[src/ubt_pkg.sv]
package ubt_pkg;
	// register offsets
	localparam logic [15:0] PIN_SEL_ADDR   = 16'hff75;        // pin routing register
	localparam logic [15:0] MODE_ADDR      = 16'hff70;        // serial mode register
	localparam logic [15:0] BAUD_GEN_ADDR  = 16'hff73;        // baud generator control
	localparam logic [15:0] TX_SHIFT_ADDR  = 16'hff74;        // transmit shift register
	localparam logic [15:0] OSC_MODE_ADDR  = 16'hff76;        // oscillation mode register
	// reset values
	localparam logic [7:0]  PIN_SEL_RST    = 8'h00;
	localparam logic [7:0]  MODE_RST       = 8'h00;
	localparam logic [7:0]  BAUD_GEN_RST   = 8'h00;
	// field positions
	localparam int          TX_ALT_BIT     = 5;               // output pin select
	localparam int          RX_ALT_BIT     = 4;               // input pin select
	localparam int          TXE_BIT        = 7;               // transmit enable
	localparam int          RXE_BIT        = 6;               // receive enable
	localparam int          CL_BIT         = 3;               // character length
	localparam int          SL_BIT         = 2;               // stop length
	localparam int          SCK_BIT        = 0;               // 1: internal generator
	localparam logic [3:0]  DIV_BASE       = 4'h0;            // k offset base
	localparam logic [4:0]  DIV_ADD        = 5'h10;           // the +16 of k+16
	// parity modes
	typedef enum logic [1:0] {
		UBT_PAR_NONE = 2'b00,
		UBT_PAR_ZERO = 2'b01,
		UBT_PAR_ODD  = 2'b10,
		UBT_PAR_EVEN = 2'b11
	} ubt_par_t;
	// transmitter states
	typedef enum logic [2:0] {
		UBT_IDLE  = 3'b000,
		UBT_START = 3'b001,
		UBT_DATA  = 3'b010,
		UBT_PAR   = 3'b011,
		UBT_STOP  = 3'b100
	} ubt_st_t;
endpackage : ubt_pkg

[src/ubt_top.sv]
`timescale 1ns/1ps
module ubt_top (
	input  wire logic        CLK,          // fx, 100 MHz
	input  wire logic        RST_N,        // synchronous reset, active low
	input  wire logic [15:0] ADDR,         // register address
	input  wire logic        WR,           // write strobe
	input  wire logic [7:0]  WDATA,        // write data
	output logic      [7:0]  RDATA,        // read data
	input  wire logic        EXT_BAUD_CLK, // external baud clock pin
	input  wire logic        RX_PRI,       // primary input pin
	input  wire logic        RX_ALT,       // alternate input pin
	output logic             TX_PRI,       // primary output pin
	output logic             TX_ALT,       // alternate output pin
	output logic             TX_DONE_IRQ,  // transmit completion pulse
	output logic             TX_DONE_FLAG, // sticky completion flag
	input  wire logic        TX_FLAG_CLR,  // software clears the flag
	input  wire logic [7:0]  RX_CHAR,      // received character from receive section
	input  wire logic        RX_PAR_BIT,   // received parity bit
	input  wire logic        RX_CHECK,     // pulse: check parity now
	output logic             RX_PAR_ERR,   // parity error pulse
	output logic      [7:0]  RX_CHAR_OUT,  // character, bit 7 masked in 7-bit mode
	output logic             RX_SERIAL     // routed, synchronised input
);
	import ubt_pkg::*;
	typedef struct packed {
		logic [7:0] pin_sel;    // routing register
		logic [7:0] mode;       // mode register
		logic [7:0] baud;       // baud generator control
		logic       halve;      // oscillation halving select
		logic [1:0] rx_pri_s;   // primary input synchroniser
		logic [1:0] rx_alt_s;   // alternate input synchroniser
		logic       rx_line;    // routed input, selected after both syncs
		logic [2:0] ext_s;      // external clock sync plus edge history
		logic       halve_ph;   // fx/2 phase
		logic [10:0] pre_cnt;   // prescaler counter
		logic [4:0] div_cnt;    // k+16 counter
		logic       ext_ph;     // 2x divider on external clock
		ubt_st_t    st;         // transmitter state
		logic [7:0] shreg;      // transmit shifter
		logic [2:0] bit_cnt;    // data bit index
		logic       stop_cnt;   // second stop bit pending
		logic       par_bit;    // computed parity
		logic       tx_line;    // serial output
		logic       irq;        // completion pulse
		logic       flag;       // sticky completion
		logic       perr;       // parity error pulse
		logic [7:0] rx_char;    // masked received character
	} ubt_state_t;
	ubt_state_t s_q, s_d;
	ubt_par_t   par_mode;
	logic [3:0] pre_code;
	logic [3:0] n_val;
	logic       fxx_tick;
	logic       pre_tick;
	logic       bit_tick;
	logic       ext_rise;
	logic       src_tick;
	logic [7:0] char_eff;
	logic       rx_ones;

	assign par_mode = ubt_par_t'(s_q.mode[5:4]);
	assign pre_code = s_q.baud[7:4];
	// prescaler code to n; prohibited codes fall back to n=11
	always_comb begin
		unique case (pre_code)
			4'h0:    n_val = 4'hb;
			4'h5:    n_val = 4'h1;
			4'h6:    n_val = 4'h2;
			4'h7:    n_val = 4'h3;
			4'h8:    n_val = 4'h4;
			4'h9:    n_val = 4'h5;
			4'ha:    n_val = 4'h6;
			4'hb:    n_val = 4'h7;
			4'hc:    n_val = 4'h8;
			4'hd:    n_val = 4'h9;
			4'he:    n_val = 4'ha;
			default: n_val = 4'hb;
		endcase
	end
	// fxx: every clock, or every second clock when halved
	assign fxx_tick = !s_q.halve || s_q.halve_ph;
	// prescaler wraps after 2^n fxx ticks
	assign pre_tick = fxx_tick && (s_q.pre_cnt == 11'((32'd1 << n_val) - 1));
	// external clock rising edge, counted once per two edges
	assign ext_rise = s_q.ext_s[1] && !s_q.ext_s[2];
	assign src_tick = s_q.mode[SCK_BIT] ? pre_tick : (ext_rise && s_q.ext_ph);
	// one bit period after k+16 source ticks
	assign bit_tick = src_tick && (s_q.div_cnt == (DIV_ADD + {1'b0, s_q.baud[3:0]} - 5'd1));
	// 7-bit mode ignores the top bit
	assign char_eff = s_q.mode[CL_BIT] ? s_q.shreg : {1'b0, s_q.shreg[6:0]};
	assign rx_ones  = ^RX_CHAR[6:0] ^ (RX_CHAR[7] & s_q.mode[CL_BIT]) ^ RX_PAR_BIT;

	// next-state logic for the whole block
	always_comb begin
		s_d = s_q;
		s_d.irq  = 1'b0;
		s_d.perr = 1'b0;
		s_d.rx_pri_s = {s_q.rx_pri_s[0], RX_PRI};
		s_d.rx_alt_s = {s_q.rx_alt_s[0], RX_ALT};
		s_d.rx_line  = s_q.pin_sel[RX_ALT_BIT] ? s_q.rx_alt_s[1] : s_q.rx_pri_s[1];
		s_d.ext_s = {s_q.ext_s[1:0], EXT_BAUD_CLK};
		s_d.halve_ph = !s_q.halve_ph;
		if (fxx_tick)
			s_d.pre_cnt = pre_tick ? 11'h000 : 11'(s_q.pre_cnt + 11'h001);
		if (ext_rise)
			s_d.ext_ph = !s_q.ext_ph;
		if (src_tick)
			s_d.div_cnt = bit_tick ? 5'h00 : 5'(s_q.div_cnt + 5'h01);
		// register writes; the transmit write is taken only while idle
		if (WR) begin
			unique case (ADDR)
				PIN_SEL_ADDR:  s_d.pin_sel = WDATA & 8'h30;
				MODE_ADDR:     s_d.mode    = WDATA;
				BAUD_GEN_ADDR: s_d.baud    = WDATA;
				OSC_MODE_ADDR: s_d.halve   = !WDATA[0];  // bit set selects fx
				default: ;
			endcase
		end
		// receive parity check; zero and none modes never flag
		if (RX_CHECK) begin
			s_d.rx_char = s_q.mode[CL_BIT] ? RX_CHAR : {1'b0, RX_CHAR[6:0]};
			if (par_mode == UBT_PAR_EVEN)
				s_d.perr = rx_ones;
			else if (par_mode == UBT_PAR_ODD)
				s_d.perr = !rx_ones;
			else
				s_d.perr = 1'b0;
		end
		// transmitter
		unique case (s_q.st)
			UBT_IDLE: begin
				if (WR && ADDR == TX_SHIFT_ADDR && s_q.mode[TXE_BIT]) begin
					s_d.shreg = WDATA;
					s_d.st    = UBT_START;
					s_d.div_cnt = 5'h00;
					s_d.pre_cnt = 11'h000;
				end
			end
			UBT_START: begin
				s_d.bit_cnt = 3'h0;
				s_d.par_bit = ^char_eff;
				if (bit_tick)
					s_d.st = UBT_DATA;
			end
			UBT_DATA: begin
				if (bit_tick) begin
					s_d.bit_cnt = 3'(s_q.bit_cnt + 3'h1);
					if (s_q.bit_cnt == (s_q.mode[CL_BIT] ? 3'h7 : 3'h6)) begin
						s_d.stop_cnt = s_q.mode[SL_BIT];
						s_d.st = (par_mode == UBT_PAR_NONE) ? UBT_STOP : UBT_PAR;
					end
				end
			end
			UBT_PAR: begin
				if (bit_tick)
					s_d.st = UBT_STOP;
			end
			UBT_STOP: begin
				if (bit_tick) begin
					if (s_q.stop_cnt)
						s_d.stop_cnt = 1'b0;
					else begin
						s_d.st   = UBT_IDLE;
						s_d.irq  = 1'b1;
					end
				end
			end
			default: s_d.st = UBT_IDLE;
		endcase
		// set wins over software clear
		if (TX_FLAG_CLR)
			s_d.flag = 1'b0;
		if (s_d.irq)
			s_d.flag = 1'b1;
		if (!s_q.mode[TXE_BIT])
			s_d.st = UBT_IDLE;
		// line follows the state being entered, so every bit lasts one full period
		unique case (s_d.st)
			UBT_START: s_d.tx_line = 1'b0;
			UBT_DATA:  s_d.tx_line = s_d.shreg[s_d.bit_cnt];   // lsb first
			UBT_PAR: begin
				unique case (par_mode)
					UBT_PAR_EVEN: s_d.tx_line = s_d.par_bit;
					UBT_PAR_ODD:  s_d.tx_line = !s_d.par_bit;
					default:      s_d.tx_line = 1'b0;
				endcase
			end
			default:   s_d.tx_line = 1'b1;                     // idle and stop
		endcase
	end

	// state register, synchronous reset
	always_ff @(posedge CLK) begin
		if (!RST_N) begin
			s_q         <= '0;
			s_q.pin_sel <= PIN_SEL_RST;
			s_q.mode    <= MODE_RST;
			s_q.baud    <= BAUD_GEN_RST;
			s_q.halve   <= 1'b1;
			s_q.rx_pri_s <= 2'b11;
			s_q.rx_alt_s <= 2'b11;
			s_q.rx_line <= 1'b1;
			s_q.tx_line <= 1'b1;
			s_q.st      <= UBT_IDLE;
		end else
			s_q <= s_d;
	end

	// read mux
	always_comb begin
		unique case (ADDR)
			PIN_SEL_ADDR:  RDATA = s_q.pin_sel;
			MODE_ADDR:     RDATA = s_q.mode;
			BAUD_GEN_ADDR: RDATA = s_q.baud;
			OSC_MODE_ADDR: RDATA = {7'h00, !s_q.halve};
			default:       RDATA = 8'h00;
		endcase
	end

	// pin routing; unused output idles high
	assign TX_PRI = s_q.pin_sel[TX_ALT_BIT] ? 1'b1 : s_q.tx_line;
	assign TX_ALT = s_q.pin_sel[TX_ALT_BIT] ? s_q.tx_line : 1'b1;
	assign TX_DONE_IRQ  = s_q.irq;
	assign TX_DONE_FLAG = s_q.flag;
	assign RX_PAR_ERR   = s_q.perr;
	assign RX_CHAR_OUT  = s_q.rx_char;
	assign RX_SERIAL    = s_q.rx_line;

	// assertions
	property p_idle_high;
		@(posedge CLK) disable iff (!RST_N)
		(s_q.st == UBT_IDLE) |-> s_q.tx_line;
	endproperty
	a_idle_high: assert property (p_idle_high) else $error("line not high when idle");
	property p_start_low;
		@(posedge CLK) disable iff (!RST_N)
		(s_q.st == UBT_START) |-> !s_q.tx_line;
	endproperty
	a_start_low: assert property (p_start_low) else $error("start bit not low");
	property p_irq_flag;
		@(posedge CLK) disable iff (!RST_N)
		s_q.irq |-> s_q.flag && $past(s_q.st) == UBT_STOP;
	endproperty
	a_irq_flag: assert property (p_irq_flag) else $error("irq without flag or stop");
	property p_none_skip;
		@(posedge CLK) disable iff (!RST_N)
		(par_mode == UBT_PAR_NONE) |-> s_q.st != UBT_PAR;
	endproperty
	a_none_skip: assert property (p_none_skip) else $error("parity sent in none mode");
	property p_zero_noerr;
		@(posedge CLK) disable iff (!RST_N)
		(RX_CHECK && !s_q.mode[5]) |=> !s_q.perr;
	endproperty
	a_zero_noerr: assert property (p_zero_noerr) else $error("parity error in zero/none");
	property p_even_err;
		@(posedge CLK) disable iff (!RST_N)
		(RX_CHECK && par_mode == UBT_PAR_EVEN) |=> s_q.perr == $past(rx_ones);
	endproperty
	a_even_err: assert property (p_even_err) else $error("even parity check wrong");
	property p_odd_err;
		@(posedge CLK) disable iff (!RST_N)
		(RX_CHECK && par_mode == UBT_PAR_ODD) |=> s_q.perr != $past(rx_ones);
	endproperty
	a_odd_err: assert property (p_odd_err) else $error("odd parity check wrong");
	property p_seven_bit;
		@(posedge CLK) disable iff (!RST_N)
		(RX_CHECK && !s_q.mode[CL_BIT]) |=> !s_q.rx_char[7];
	endproperty
	a_seven_bit: assert property (p_seven_bit) else $error("bit 7 set in 7-bit mode");
	property p_start_go;
		@(posedge CLK) disable iff (!RST_N)
		(s_q.st == UBT_IDLE && s_q.mode[TXE_BIT] && WR && ADDR == TX_SHIFT_ADDR)
			|=> s_q.st == UBT_START;
	endproperty
	a_start_go: assert property (p_start_go) else $error("write did not start frame");
endmodule : ubt_top
[config.mk]
export PLATFORM = sky130hd
export DESIGN_NAME = ubt_top
export DESIGN_NICKNAME = d
export VERILOG_FILES = /design/src/ubt_pkg.sv /design/src/ubt_top.sv
export SDC_FILE = /design/constraint.sdc
export NUM_CORES = 1
export LEC_CHECK = 0
export BUFFER_PORTS_ARGS = -buffer_cell sky130_fd_sc_hd__buf_2
export CAP_MARGIN = 20
export CELL_PAD_IN_SITES_DETAIL_PLACEMENT = 0
export CELL_PAD_IN_SITES_GLOBAL_PLACEMENT = 1
export CORE_UTILIZATION = 45
export CTS_BUF_LIST = sky130_fd_sc_hd__clkbuf_4
export CTS_CLUSTER_SIZE = 10
export DETAILED_ROUTE_END_ITERATION = 8
export GPL_TIMING_DRIVEN = 1
export PLACE_DENSITY = 0.89
export SYNTH_ARGS = -nofsm -noshare
export SYNTH_HDL_FRONTEND = slang
export SYNTH_SLANG_ARGS = --single-unit
export TNS_END_PERCENT = 30
[constraint.sdc]
create_clock -name CLK -period 4.2 [get_ports CLK]
set_input_delay 0.84 -clock CLK [delete_from_list [all_inputs] [get_ports CLK]]
set_output_delay 0.84 -clock CLK [all_outputs]
set_load 0.02 [all_outputs]
==> results.txt, run 1 <==
Initial Utilization - 46.5%
Synth area leaders - dfxtp_1, mux2i_1, xnor2_1
pin count of the biggest net entering global routing - 32
Pre-antenna DRT Iters - 5
IO Port Bufs - 62
relative slew slack - 52.4%
final period utilization - 84.3%
Clock Root Buffer - clkbuf_4
Slew Viols, Final - 0
Final Hold Viols - 0
Tmin final - 3.54 ns
EDFF count, synth - 0
vias in the first global route - 3,193
n_diodes - 0
CTS tree - built
core area - 9280 µm²
DRT antenna net count - 0
# rows - 35
gr ovfl total - 0
flops & latches, synth - 77
Data arrival, critical path - 3.87 ns
Worst Tran Pin Value - 0.711 ns
CTS clk-pin slew, worst paths - 0.14 ns
status - finished clean
post-synth top area cell - dfxtp_1
worst r2r src - n_val[3]$_DFF_P_
quantity of gates resized following cts - 0
Mapped Cells - 481
Initial DRC Count - 163
leakage power - 1.86 nW
mux cell area share after synthesis - 10.5%
r2r setup slk - 0.66 ns
Async S/R FF share, synth - 0%
# hold bufs at CTS - 0
unrepaired setup endpoints after global routing - no
Hold EP - s_q[53]$_SDFF_PN1_
Primary FF master, synth - dfxtp_1
Cell Area, Synth - 4310 µm²
CTS Buf Count - 9
H-tree depth - 3
global-route wire length before repair - 15,400 µm
clock sinks - 77
worst hold slack - 0.430 ns
Avg Synthesized Cell Area - 8.97 µm²
crit end category - flop
critical path class - reg2reg
unique cell type count in the Yosys netlist - 65
Crit path required time - 4.53 ns
HPWL reported at the end of detailed placement - 6960 µm
initial antenna violation count - 0
TNS Setup - 0 ns
Avg Vias per Cell - 5.36
worst vdd ir - 146 µV
height of the die - 99.9 µm
area share of xor/xnor cells in the synthesized design - 8.73%
Synth Area in Adders - 1.68%
Residual DRC - 0
Area growth syn-to-layout - 9.98%
Setup Buffers After CTS - 0
sequential area share after synthesis - 35.7%
top-area cell type share of the netlist area - 35.7%
total number of vias - 3,535
HP Class - reg2reg
Worst Hold Depth - 1
GP Congestion - 0.878
Synth Area in Compound Gates - 11.4%
CP Max Fanout - 19
clock latency at the later pin of the worst-skew pair - 0.43 ns
RR Endpoint - s_q[11]$_SDFF_PN1_
fmax - 0.282 GHz
gr usage total - 19.6%
routed length per instance - 14.3 µm
Yosys Warn Count - 0
die span in x - 99.9 µm
Worst setup SP type - flop
syn nets - 527
post-synthesis simple-gate area fraction - 26.2%
total die area - 9980 µm²
hold path startpoint - s_d[53]$_SDFF_PN1_
PD cells - 270 nW/µm²
total routed wirelength - 9390 µm
io pins - 63
FF-to-FF path depth - 12
Final Setup Violations - 0
main combinational cell family by area after synthesis - simple AND/OR/NAND/NOR gates
clk_skew - 0.0275 ns
number of nets in the layout - 572
Bufs on Longest Clock Path - 2
share of layout cells above drive strength 1 - 18.5%
max-cap viol count - 0
-- registers in the layout, summed over array words and instances, names as in the netlist --
register / cells
s_q: 51
RX_CHAR_OUT: 8
n_val: 4
pre_code: 4
s_d: 4
par_mode: 2
RX_PAR_ERR: 1
RX_SERIAL: 1
TX_DONE_FLAG: 1
TX_DONE_IRQ: 1
-- synth_stat cells, types with 4 or more instances --
cell      number
o211ai_1       6
a21boi_0      17
nand3_1       30
nor3b_1        6
nor3_1        10
mux2i_1       32
clkbuf_1      13
a21oi_1        7
xnor2_1       28
buf_2          6
nor2b_1       25
nand4_1        4
nand2b_1      13
o21ai_0        5
and2_1        10
nor2_1        34
inv_1         13
xor2_1        15
dfxtp_1       77
ha_1           5
a22o_1         5
buf_4          8
a211oi_1       4
nand2_1       46
-- worst max-delay path by stage --
stage                           startpoint                  to  slack (ns)  depth (start not counted)
after floorplan                    ADDR[3]            RDATA[0]        0.82                          7
after global placement    n_val[3]$_DFF_P_  s_q[11]$_SDFF_PN1_        0.79                         12
after detailed placement  n_val[3]$_DFF_P_  s_q[11]$_SDFF_PN1_        0.65                         12
after CTS                 n_val[3]$_DFF_P_  s_q[11]$_SDFF_PN1_        0.66                         12
after global routing      n_val[3]$_DFF_P_  s_q[11]$_SDFF_PN1_        0.37                         12
final                     n_val[3]$_DFF_P_  s_q[11]$_SDFF_PN1_        0.66                         12
-- per-stage QoR --
| stage | area [µm²] | total power, mW | util (%) | std cells | worst slack [ns] |
|---|---|---|---|---|---|
| final | 4740 | 1.28 | 51.1 | 659 | 0.658 |
| after global routing | 4740 | 1.34 | 51.1 | 659 | 0.373 |
| after CTS | 4740 | 1.29 | 51.1 | 659 | 0.661 |
| after detailed placement | 4610 | 0.854 | 49.7 | 644 | 0.646 |
| after global placement | 4610 | 0.852 | 49.7 | 644 | 0.787 |
| after floorplan | 4310 | 0.819 | - | 481 | 0.821 |
-- cells in the final DEF, fill, tap and decap left out, types with 3 or more instances in the layout --
cell type	synthesis	routed
and2_1	10	10
nor2_1	34	34
buf_2	6	62
buf_4	8	4
nand2b_1	13	13
nand4_1	4	4
a21boi_0	17	17
nand4b_1	3	3
xor2_1	15	15
o21ai_0	5	5
nor3_1	10	10
mux2i_1	32	32
nand3b_1	3	3
ha_1	5	5
dfxtp_1	77	77
nand2_1	46	46
nor4b_1	3	3
clkbuf_4	0	9
a21oi_1	7	7
a211oi_1	4	4
a22o_1	5	5
o211ai_1	6	6
xnor2_1	28	28
inv_1	13	13
nand3_1	30	30
nor3b_1	6	6
mux4_2	3	3
nor2b_1	25	25
-- power by group --
part	leakage, nW	total (mW)	switching (mW)	internal, mW
sequential	0.624	0.745	0.00525	0.740
clock	0.0698	0.442	0.263	0.179
combinational	1.17	0.0916	0.0497	0.0419
total	1.86	1.28	0.318	0.961
-- worst max-delay path, stage by stage (launching register included) --
cell	delay [ns]
dfxtp_1	0.52
nor4_2	0.44
inv_1	0.09
ha_1	0.34
nor4b_1	0.43
o2bb2ai_1	0.17
o211ai_1	0.15
and2b_2	0.25
a41oi_4	0.33
nand2b_4	0.20
mux2_4	0.31
mux2i_1	0.14
o211ai_1	0.10
-- layout make-up --
class / count / area [µm²]
inverter: 13 / 48.8
sequential: 77 / 1540
clock buffer: 9 / 67.6
tap: 129 / 161
clock inverter: 6 / 63.8
fill: 927 / 4540
timing repair buffer: 66 / 340
multi-input combinational: 359 / 2520
-- kinds of logic after synthesis --
logic type      Yosys count
simple gates            208
flops                    77
compound gates           63
buf+inv                  45
xor+xnor                 43
mux                      39
fa+ha+maj                 6
-- metal layers --
layer	track usage (%)	part of all wire (%)	wire length, µm	vias up
li1	-	-	-	1749
met1	26.3	47	4450	1681
met2	32.1	47	4400	101
met3	4.53	5.3	494	4
met4	4.30	0.54	51	0
met5	0	0	0	-
Note: power is estimated with default switching activity, not from simulation.
==> run 2: changes to the inputs <==
--- a/config.mk
+++ b/config.mk
@@ -9,12 +9,12 @@
 export CAP_MARGIN = 20
 export CELL_PAD_IN_SITES_DETAIL_PLACEMENT = 0
 export CELL_PAD_IN_SITES_GLOBAL_PLACEMENT = 1
-export CORE_UTILIZATION = 45
+export CORE_UTILIZATION = 41
 export CTS_BUF_LIST = sky130_fd_sc_hd__clkbuf_4
 export CTS_CLUSTER_SIZE = 10
 export DETAILED_ROUTE_END_ITERATION = 8
 export GPL_TIMING_DRIVEN = 1
-export PLACE_DENSITY = 0.89
+export PLACE_DENSITY = 0.86
 export SYNTH_ARGS = -nofsm -noshare
 export SYNTH_HDL_FRONTEND = slang
 export SYNTH_SLANG_ARGS = --single-unit
==> constraint.sdc (replaced) <==
create_clock -name CLK -period 3.05 [get_ports CLK]
set_input_delay 0.61 -clock CLK [delete_from_list [all_inputs] [get_ports CLK]]
set_output_delay 0.61 -clock CLK [all_outputs]
set_load 0.02 [all_outputs]
==> results.txt, run 2 (same netlist as run 1, synthesis figures left out) <==
status - finished clean (unchanged)
HP Class - in2reg (was reg2reg)
total die area - 10,900 µm² (was 9980 µm²)
number of nets in the layout - 593 (was 572)
Finished Core Util - 49.1% (was 51.1%)
clock sinks - 77 (unchanged)
H-tree depth - 3 (unchanged)
share of layout cells above drive strength 1 - 24.1% (was 18.5%)
CTS Buf Count - 9 (unchanged)
n_diodes - 0 (unchanged)
Slew Viols, Final - 0 (unchanged)
Residual DRC - 0 (unchanged)
initial antenna violation count - 0 (unchanged)
pin count of the biggest net entering global routing - 34 (was 32)
Crit-path slowest cell - dfxtp_4 (was dfxtp_1)
Final Setup Violations - 0 (unchanged)
Pre-antenna DRT Iters - 4 (was 5)
Initial DRC Count - 160 (was 163)
critical path class - reg2reg (unchanged)
clock latency at the later pin of the worst-skew pair - 0.42 ns (was 0.43 ns)
Area growth syn-to-layout - 17.1% (was 9.98%)
vias in the first global route - 3,598 (was 3,193)
leakage power - 2.02 nW (was 1.86 nW)
HPWL reported at the end of detailed placement - 7420 µm (was 6960 µm)
total routed wirelength - 10,100 µm (was 9390 µm)
Worst setup SP type - flop (unchanged)
Tmin final - 2.90 ns (was 3.54 ns)
fill cell count - 1,011 (was 927)
Final Hold Viols - 0 (unchanged)
CTS clk-pin slew, worst paths - 0.12 ns (was 0.14 ns)
Avg Vias per Cell - 5.17 (was 5.36)
Clock Root Buffer - clkbuf_4 (unchanged)
DRT antenna net count - 0 (unchanged)
CTS tree - built (unchanged)
unrepaired setup endpoints after global routing - no (unchanged)
routed length per instance - 14.7 µm (was 14.3 µm)
Register Area - 1550 µm² (was 1540 µm²)
Design Power - 1.85 mW (was 1.28 mW)
total number of vias - 3,556 (was 3,535)
Worst Tran Pin Value - 0.490 ns (was 0.711 ns)
Multi-input gate area - 2630 µm² (was 2520 µm²)
PD cells - 366 nW/µm² (was 270 nW/µm²)
most flop-heavy register - s_q (unchanged)
die span in x - 105 µm (was 99.9 µm)
TNS Setup - 0 ns (unchanged)
Largest stage delay, worst path - 0.38 ns (was 0.52 ns)
final period utilization - 95.0% (was 84.3%)
worst vdd ir - 265 µV (was 146 µV)
height of the die - 105 µm (was 99.9 µm)
crit end category - flop (unchanged)
Post-Place Cells - 668 (was 644)
WP buf/inv - 2 (was 1)
io pins - 63 (unchanged)
gr usage total - 19.6% (about the same)
most frequent cells in the layout - dfxtp_1, buf_2, nand2_1 (unchanged)
Bufs on Longest Clock Path - 2 (unchanged)
CP Max Fanout - 5 (was 19)
CP most frequent cell - nor4_4 (was o211ai_1)
most common cell after layout, fill and taps aside - dfxtp_1 (unchanged)
GP Congestion - 0.793 (was 0.878)
non-filler cells in the finished layout - 688 (was 659)
core area - 10,300 µm² (was 9280 µm²)
max FFs per register - 51 (unchanged)
clk_skew - 0.00684 ns (was 0.0275 ns)
global-route wire length before repair - 17,100 µm (was 15,400 µm)
max-cap viol count - 0 (unchanged)
crit path cell chain - nor4_4, inv_2, ha_4, nor4b_4, o22ai_2, a32oi_2, nor4_4, buf_4, a31o_4, o21a_1, a2bb2oi_2, or3_4, o211ai_1 (was nor4_2, inv_1, ha_1, nor4b_1, o2bb2ai_1, o211ai_1, and2b_2, a41oi_4, nand2b_4, mux2_4, mux2i_1, o211ai_1)
Top Family by Delay on Critical Path - simple AND/OR/NAND/NOR gates (unchanged)
Data arrival, critical path - 3.26 ns (was 3.87 ns)
# rows - 37 (was 35)
gr ovfl total - 0 (unchanged)
IO Port Bufs - 62 (unchanged)
fmax - 0.345 GHz (was 0.282 GHz)
Initial Utilization - 42.0% (was 46.5%)
relative slew slack - 67.1% (was 52.4%)
Crit path required time - 3.41 ns (was 4.53 ns)
[run 2: path summary, 6_finish.rpt]
| kind | end | startpoint | slack (ns) | cells past startpoint |
|---|---|---|---|---|
| min | TX_DONE_FLAG$_SDFFE_PN0P_ | TX_FLAG_CLR | 0.35 | 2 |
| min reg2reg | s_q[51]$_SDFF_PN1_ | s_d[51]$_SDFF_PN1_ | 0.43 | 1 |
| max | s_q[11]$_SDFF_PN1_ | n_val[3]$_DFF_P_ | 0.15 | 13 |
| max reg2reg | s_q[11]$_SDFF_PN1_ | n_val[3]$_DFF_P_ | 0.15 | 13 |
[run 2: cell type report]
cell class                 count  share of cell area [%]
clock buffer                  10                    1.49
clock inverter                 6                    1.54
inverter                      13                   0.966
multi-input combinational    359                    52.1
sequential                    77                    30.6
tap                          136                    3.37
timing repair buffer          87                    9.93
[run 2: stage by stage]
step	cell area, µm²	setup WS [ns]	hold WS [ns]
finish	5050	0.153	0.352
global route	5050	0.00537	0.324
CTS	4970	0.0179	0.317
detailed placement	4760	-0.0742	0.398
global placement	4760	0.0463	0.393
floorplan	4330	0.0270	0.386
[run 2: what timing repair did]
item | in CTS | in global routing
pin swaps | 6 | 15
gates cloned | 0 | 0
setup buffers | 2 | 5
setup endpoints to repair | 1 | 6
hold buffers | 0 | 0
resized for setup | 6 | 14
[run 2: power by group]
| part | total (mW) | leakage [nW] | switching [mW] | internal, mW |
|---|---|---|---|---|
| Clock | 0.694 | 0.0852 | 0.360 | 0.334 |
| Sequential | 1.03 | 0.624 | 0.00731 | 1.02 |
| Combinational | 0.131 | 1.31 | 0.0719 | 0.0588 |
| Total | 1.85 | 2.02 | 0.439 | 1.41 |
[run 2: routing by layer]
metal / part of all wire [%] / GRT usage (%) / vias up
met5: 0 / 0 / -
met2: 49 / 33.3 / 64
li1: - / - / 1804
met4: 1.8 / 8.85 / 0
met3: 3.2 / 4.12 / 17
met1: 46 / 23.8 / 1671
==> run 3: changes to the inputs <==
--- a/config.mk
+++ b/config.mk
@@ -5,16 +5,17 @@
 export SDC_FILE = /design/constraint.sdc
 export NUM_CORES = 1
 export LEC_CHECK = 0
+export ABC_AREA = 1
 export BUFFER_PORTS_ARGS = -buffer_cell sky130_fd_sc_hd__buf_2
 export CAP_MARGIN = 20
 export CELL_PAD_IN_SITES_DETAIL_PLACEMENT = 0
 export CELL_PAD_IN_SITES_GLOBAL_PLACEMENT = 1
-export CORE_UTILIZATION = 41
+export CORE_UTILIZATION = 38
 export CTS_BUF_LIST = sky130_fd_sc_hd__clkbuf_4
 export CTS_CLUSTER_SIZE = 10
 export DETAILED_ROUTE_END_ITERATION = 8
 export GPL_TIMING_DRIVEN = 1
-export PLACE_DENSITY = 0.86
+export PLACE_DENSITY = 0.85
 export SYNTH_ARGS = -nofsm -noshare
 export SYNTH_HDL_FRONTEND = slang
 export SYNTH_SLANG_ARGS = --single-unit
==> results.txt, run 3 <==
Area growth syn-to-layout - 16.3% (was 17.1%)
unique cell type count in the Yosys netlist - 41 (was 65)
M1 WL - 4610 µm (was 4640 µm)
status - finished clean (unchanged)
syn nets - 670 (was 527)
number of nets in the layout - 736 (was 593)
Yosys Warn Count - 0 (unchanged)
leakage power - 2.18 nW (was 2.02 nW)
most flop-heavy register - s_q (unchanged)
Initial Utilization - 39.0% (was 42.0%)
Clock Power Share - 40.6% (was 37.5%)
max FFs per register - 51 (unchanged)
gr ovfl total - 0 (unchanged)
H-tree depth - 3 (unchanged)
# rows - 38 (was 37)
max-cap viol count - 0 (unchanged)
Worst setup SP type - flop (unchanged)
FF-to-FF path depth - 22 (was 13)
routed length per instance - 12.5 µm (was 14.7 µm)
Clock Root Buffer - clkbuf_4 (unchanged)
Placement Cell Area - 4660 µm² (was 4760 µm²)
Avg Vias per Cell - 4.92 (was 5.17)
sequential area share after synthesis - 36.5% (was 35.7%)
total number of vias - 4,105 (was 3,556)
pin count of the biggest net entering global routing - 28 (was 34)
Initial DRC Count - 197 (was 160)
Final Hold Viols - 0 (unchanged)
Avg Synthesized Cell Area - 6.77 µm² (was 8.97 µm²)
Mapped Cells - 624 (was 481)
Multi-input gate area - 2250 µm² (was 2630 µm²)
core area - 10,800 µm² (was 10,300 µm²)
EDFF count, synth - 0 (unchanged)
relative slew slack - 59.4% (was 67.1%)
Data arrival, critical path - 3.10 ns (was 3.26 ns)
critical path class - reg2reg (unchanged)
fmax - 0.363 GHz (was 0.345 GHz)
Crit path required time - 3.39 ns (was 3.41 ns)
HP Class - in2reg (unchanged)
Bufs on Longest Clock Path - 2 (unchanged)
TNS Setup - 0 ns (unchanged)
switching power - 0.481 mW (was 0.439 mW)
worst vdd ir - 249 µV (was 265 µV)
Residual DRC - 0 (unchanged)
initial antenna violation count - 0 (unchanged)
hold path startpoint - TX_FLAG_CLR (unchanged)
Primary FF master, synth - dfxtp_1 (unchanged)
clock sinks - 77 (unchanged)
flops & latches, synth - 77 (unchanged)
Async S/R FF share, synth - 0% (unchanged)
unrepaired setup endpoints after global routing - no (unchanged)
worst r2r src - n_val[3]$_DFF_P_ (unchanged)
Register Area - 1540 µm² (was 1550 µm²)
Highest Signal Layer - met4 (unchanged)
Switching Fraction - 24.3% (was 23.7%)
clk_skew - 0.00832 ns (was 0.00684 ns)
fill cell count - 1,140 (was 1,011)
vias in the first global route - 3,872 (was 3,598)
post-synth top area cell - dfxtp_1 (unchanged)
die span in x - 107 µm (was 105 µm)
n_diodes - 0 (unchanged)
IO Port Bufs - 62 (unchanged)
share of layout cells above drive strength 1 - 17.6% (was 24.1%)
GP Congestion - 0.869 (was 0.793)
RR Endpoint - s_q[11]$_SDFF_PN1_ (unchanged)
Cell Area, Synth - 4230 µm² (was 4310 µm²)
Commonest cells post-synth - nand2_1, nor2_1, inv_1, dfxtp_1, nand3_1 (was dfxtp_1, nand2_1, nor2_1, mux2i_1, nand3_1)
internal power - 1.50 mW (was 1.41 mW)
io pins - 63 (unchanged)
Hold EP - TX_DONE_FLAG$_SDFFE_PN0P_ (unchanged)
top-count cell post-synth - nand2_1 (was dfxtp_1)
height of the die - 107 µm (was 105 µm)
Synth area leaders - dfxtp_1, nand2_1, nor2_1 (was dfxtp_1, mux2i_1, xnor2_1)
Worst Tran Pin Value - 0.603 ns (was 0.490 ns)
Pre-antenna DRT Iters - 4 (unchanged)
final period utilization - 90.3% (was 95.0%)
CP Max Fanout - 10 (was 5)
Final Setup Violations - 0 (unchanged)
Gate power share - 7.2% (was 7.1%)
DRT antenna net count - 0 (unchanged)
Worst Hold Depth - 2 (unchanged)
crit end category - flop (unchanged)
total routed wirelength - 10,400 µm (was 10,100 µm)
most frequent cells in the layout - nand2_1, nor2_1, inv_1 (was dfxtp_1, buf_2, nand2_1)
Tmin final - 2.75 ns (was 2.90 ns)
r2r setup slk - 0.30 ns (was 0.15 ns)
most common cell after layout, fill and taps aside - nand2_1 (was dfxtp_1)
CTS clk-pin slew, worst paths - 0.13 ns (was 0.12 ns)
top-area cell type share of the netlist area - 36.5% (was 35.7%)
global-route wire length before repair - 17,500 µm (was 17,100 µm)
WL met3 - 484 µm (was 328 µm)
HPWL reported at the end of detailed placement - 8200 µm (was 7420 µm)
fin area - 4910 µm² (was 5050 µm²)
sequential cell fraction of total power - 52.2% (was 55.4%)
# hold bufs at CTS - 0 (unchanged)
CTS tree - built (unchanged)
Slew Viols, Final - 0 (unchanged)
CTS Buf Count - 9 (unchanged)
gr usage total - 19.4% (was 19.6%)
clock latency at the later pin of the worst-skew pair - 0.43 ns (was 0.42 ns)
total die area - 11,500 µm² (was 10,900 µm²)
PD cells - 402 nW/µm² (was 366 nW/µm²)
met2 WL post-DR - 4930 µm (was 5000 µm)
-- run 3: cell type report --
class | instances | share of cell area, %
Multi-Input combinational cell | 434 | 45.8
Sequential cell | 77 | 31.4
Timing Repair Buffer | 74 | 8.15
Inverter | 94 | 7.18
Tap cell | 140 | 3.57
Clock inverter | 7 | 2.50
Clock buffer | 9 | 1.38
-- run 3: cells by family (layout without fill, tap and decap cells) --
logic type | after synthesis | after routing | synth area share [%]
fa+ha+maj | 5 | 5 | 1.48
mux | 6 | 6 | 1.42
flops | 77 | 77 | 36.5
buf+inv | 113 | 184 | 11.0
compound gates | 76 | 76 | 10.9
xor+xnor | 26 | 26 | 5.39
simple gates | 321 | 321 | 33.4
-- run 3: worst max-delay path by stage --
stage | slack [ns] | cells after the start | to | from
final | 0.30 | 22 | s_q[11]$_SDFF_PN1_ | n_val[3]$_DFF_P_
after global routing | 0.008 | 22 | s_q[11]$_SDFF_PN1_ | n_val[3]$_DFF_P_
after CTS | 0.20 | 22 | s_q[11]$_SDFF_PN1_ | n_val[2]$_SDFF_PN0_
after detailed placement | 0.22 | 22 | s_q[11]$_SDFF_PN1_ | n_val[2]$_SDFF_PN0_
after global placement | 0.27 | 8 | RDATA[4] | ADDR[9]
after floorplan | 0.55 | 6 | RDATA[6] | ADDR[9]
-- run 3: layer usage --
metal  vias up  global-route usage (%)
li1       2129                       -
met1      1841                    22.5
met2       110                    33.8
met3        25                    3.21
met4         0                    10.6
met5         -                       0
-- run 3: worst max-delay path: stages (launching register included) --
cell and delay, ns:
dfxtp_1 0.36, nor2_4 0.17, nand3_1 0.13, ha_4 0.30, inv_1 0.04, nand2_1 0.06
nand2_1 0.05, nor2_1 0.09, nand2_1 0.06, nor2_1 0.08, nand2_1 0.05, nor2_1 0.11
nand3_2 0.14, nand2_4 0.11, nand3_4 0.12, nor2_1 0.14, nand2_1 0.08, nand2_1 0.08
nand2_1 0.09, a21oi_4 0.17, nor2_1 0.06, nor2_1 0.12, nand2_1 0.06
-- run 3: metrics by stage --
| step | cells | setup slack (ns) | util, % | hold WS [ns] | total power [mW] |
|---|---|---|---|---|---|
| after floorplan | 624 | 0.554 | - | 0.390 | 1.14 |
| after global placement | 815 | 0.275 | 43.0 | 0.399 | 1.20 |
| after detailed placement | 815 | 0.221 | 43.0 | 0.407 | 1.20 |
| after CTS | 831 | 0.204 | 44.7 | 0.317 | 2.00 |
| after global routing | 835 | 0.00778 | 45.3 | 0.325 | 2.06 |
| final | 835 | 0.295 | 45.3 | 0.357 | 1.98 |
-- run 3: what timing repair did --
action | in CTS | in global routing
endpoints found under the setup margin | 0 | 2
resized for setup | 0 | 6
setup buffers | 0 | 4
-- run 3: power groups by stage --
stage | combinational [mW] | sequential (mW) | clock (mW)
3_5_place_dp | 0.143 | 1.05 | 0
6_report | 0.143 | 1.03 | 0.802
4_1_cts | 0.144 | 1.03 | 0.825
2_1_floorplan | 0.0872 | 1.05 | 0
3_3_place_gp | 0.141 | 1.05 | 0
5_1_grt | 0.159 | 1.03 | 0.861
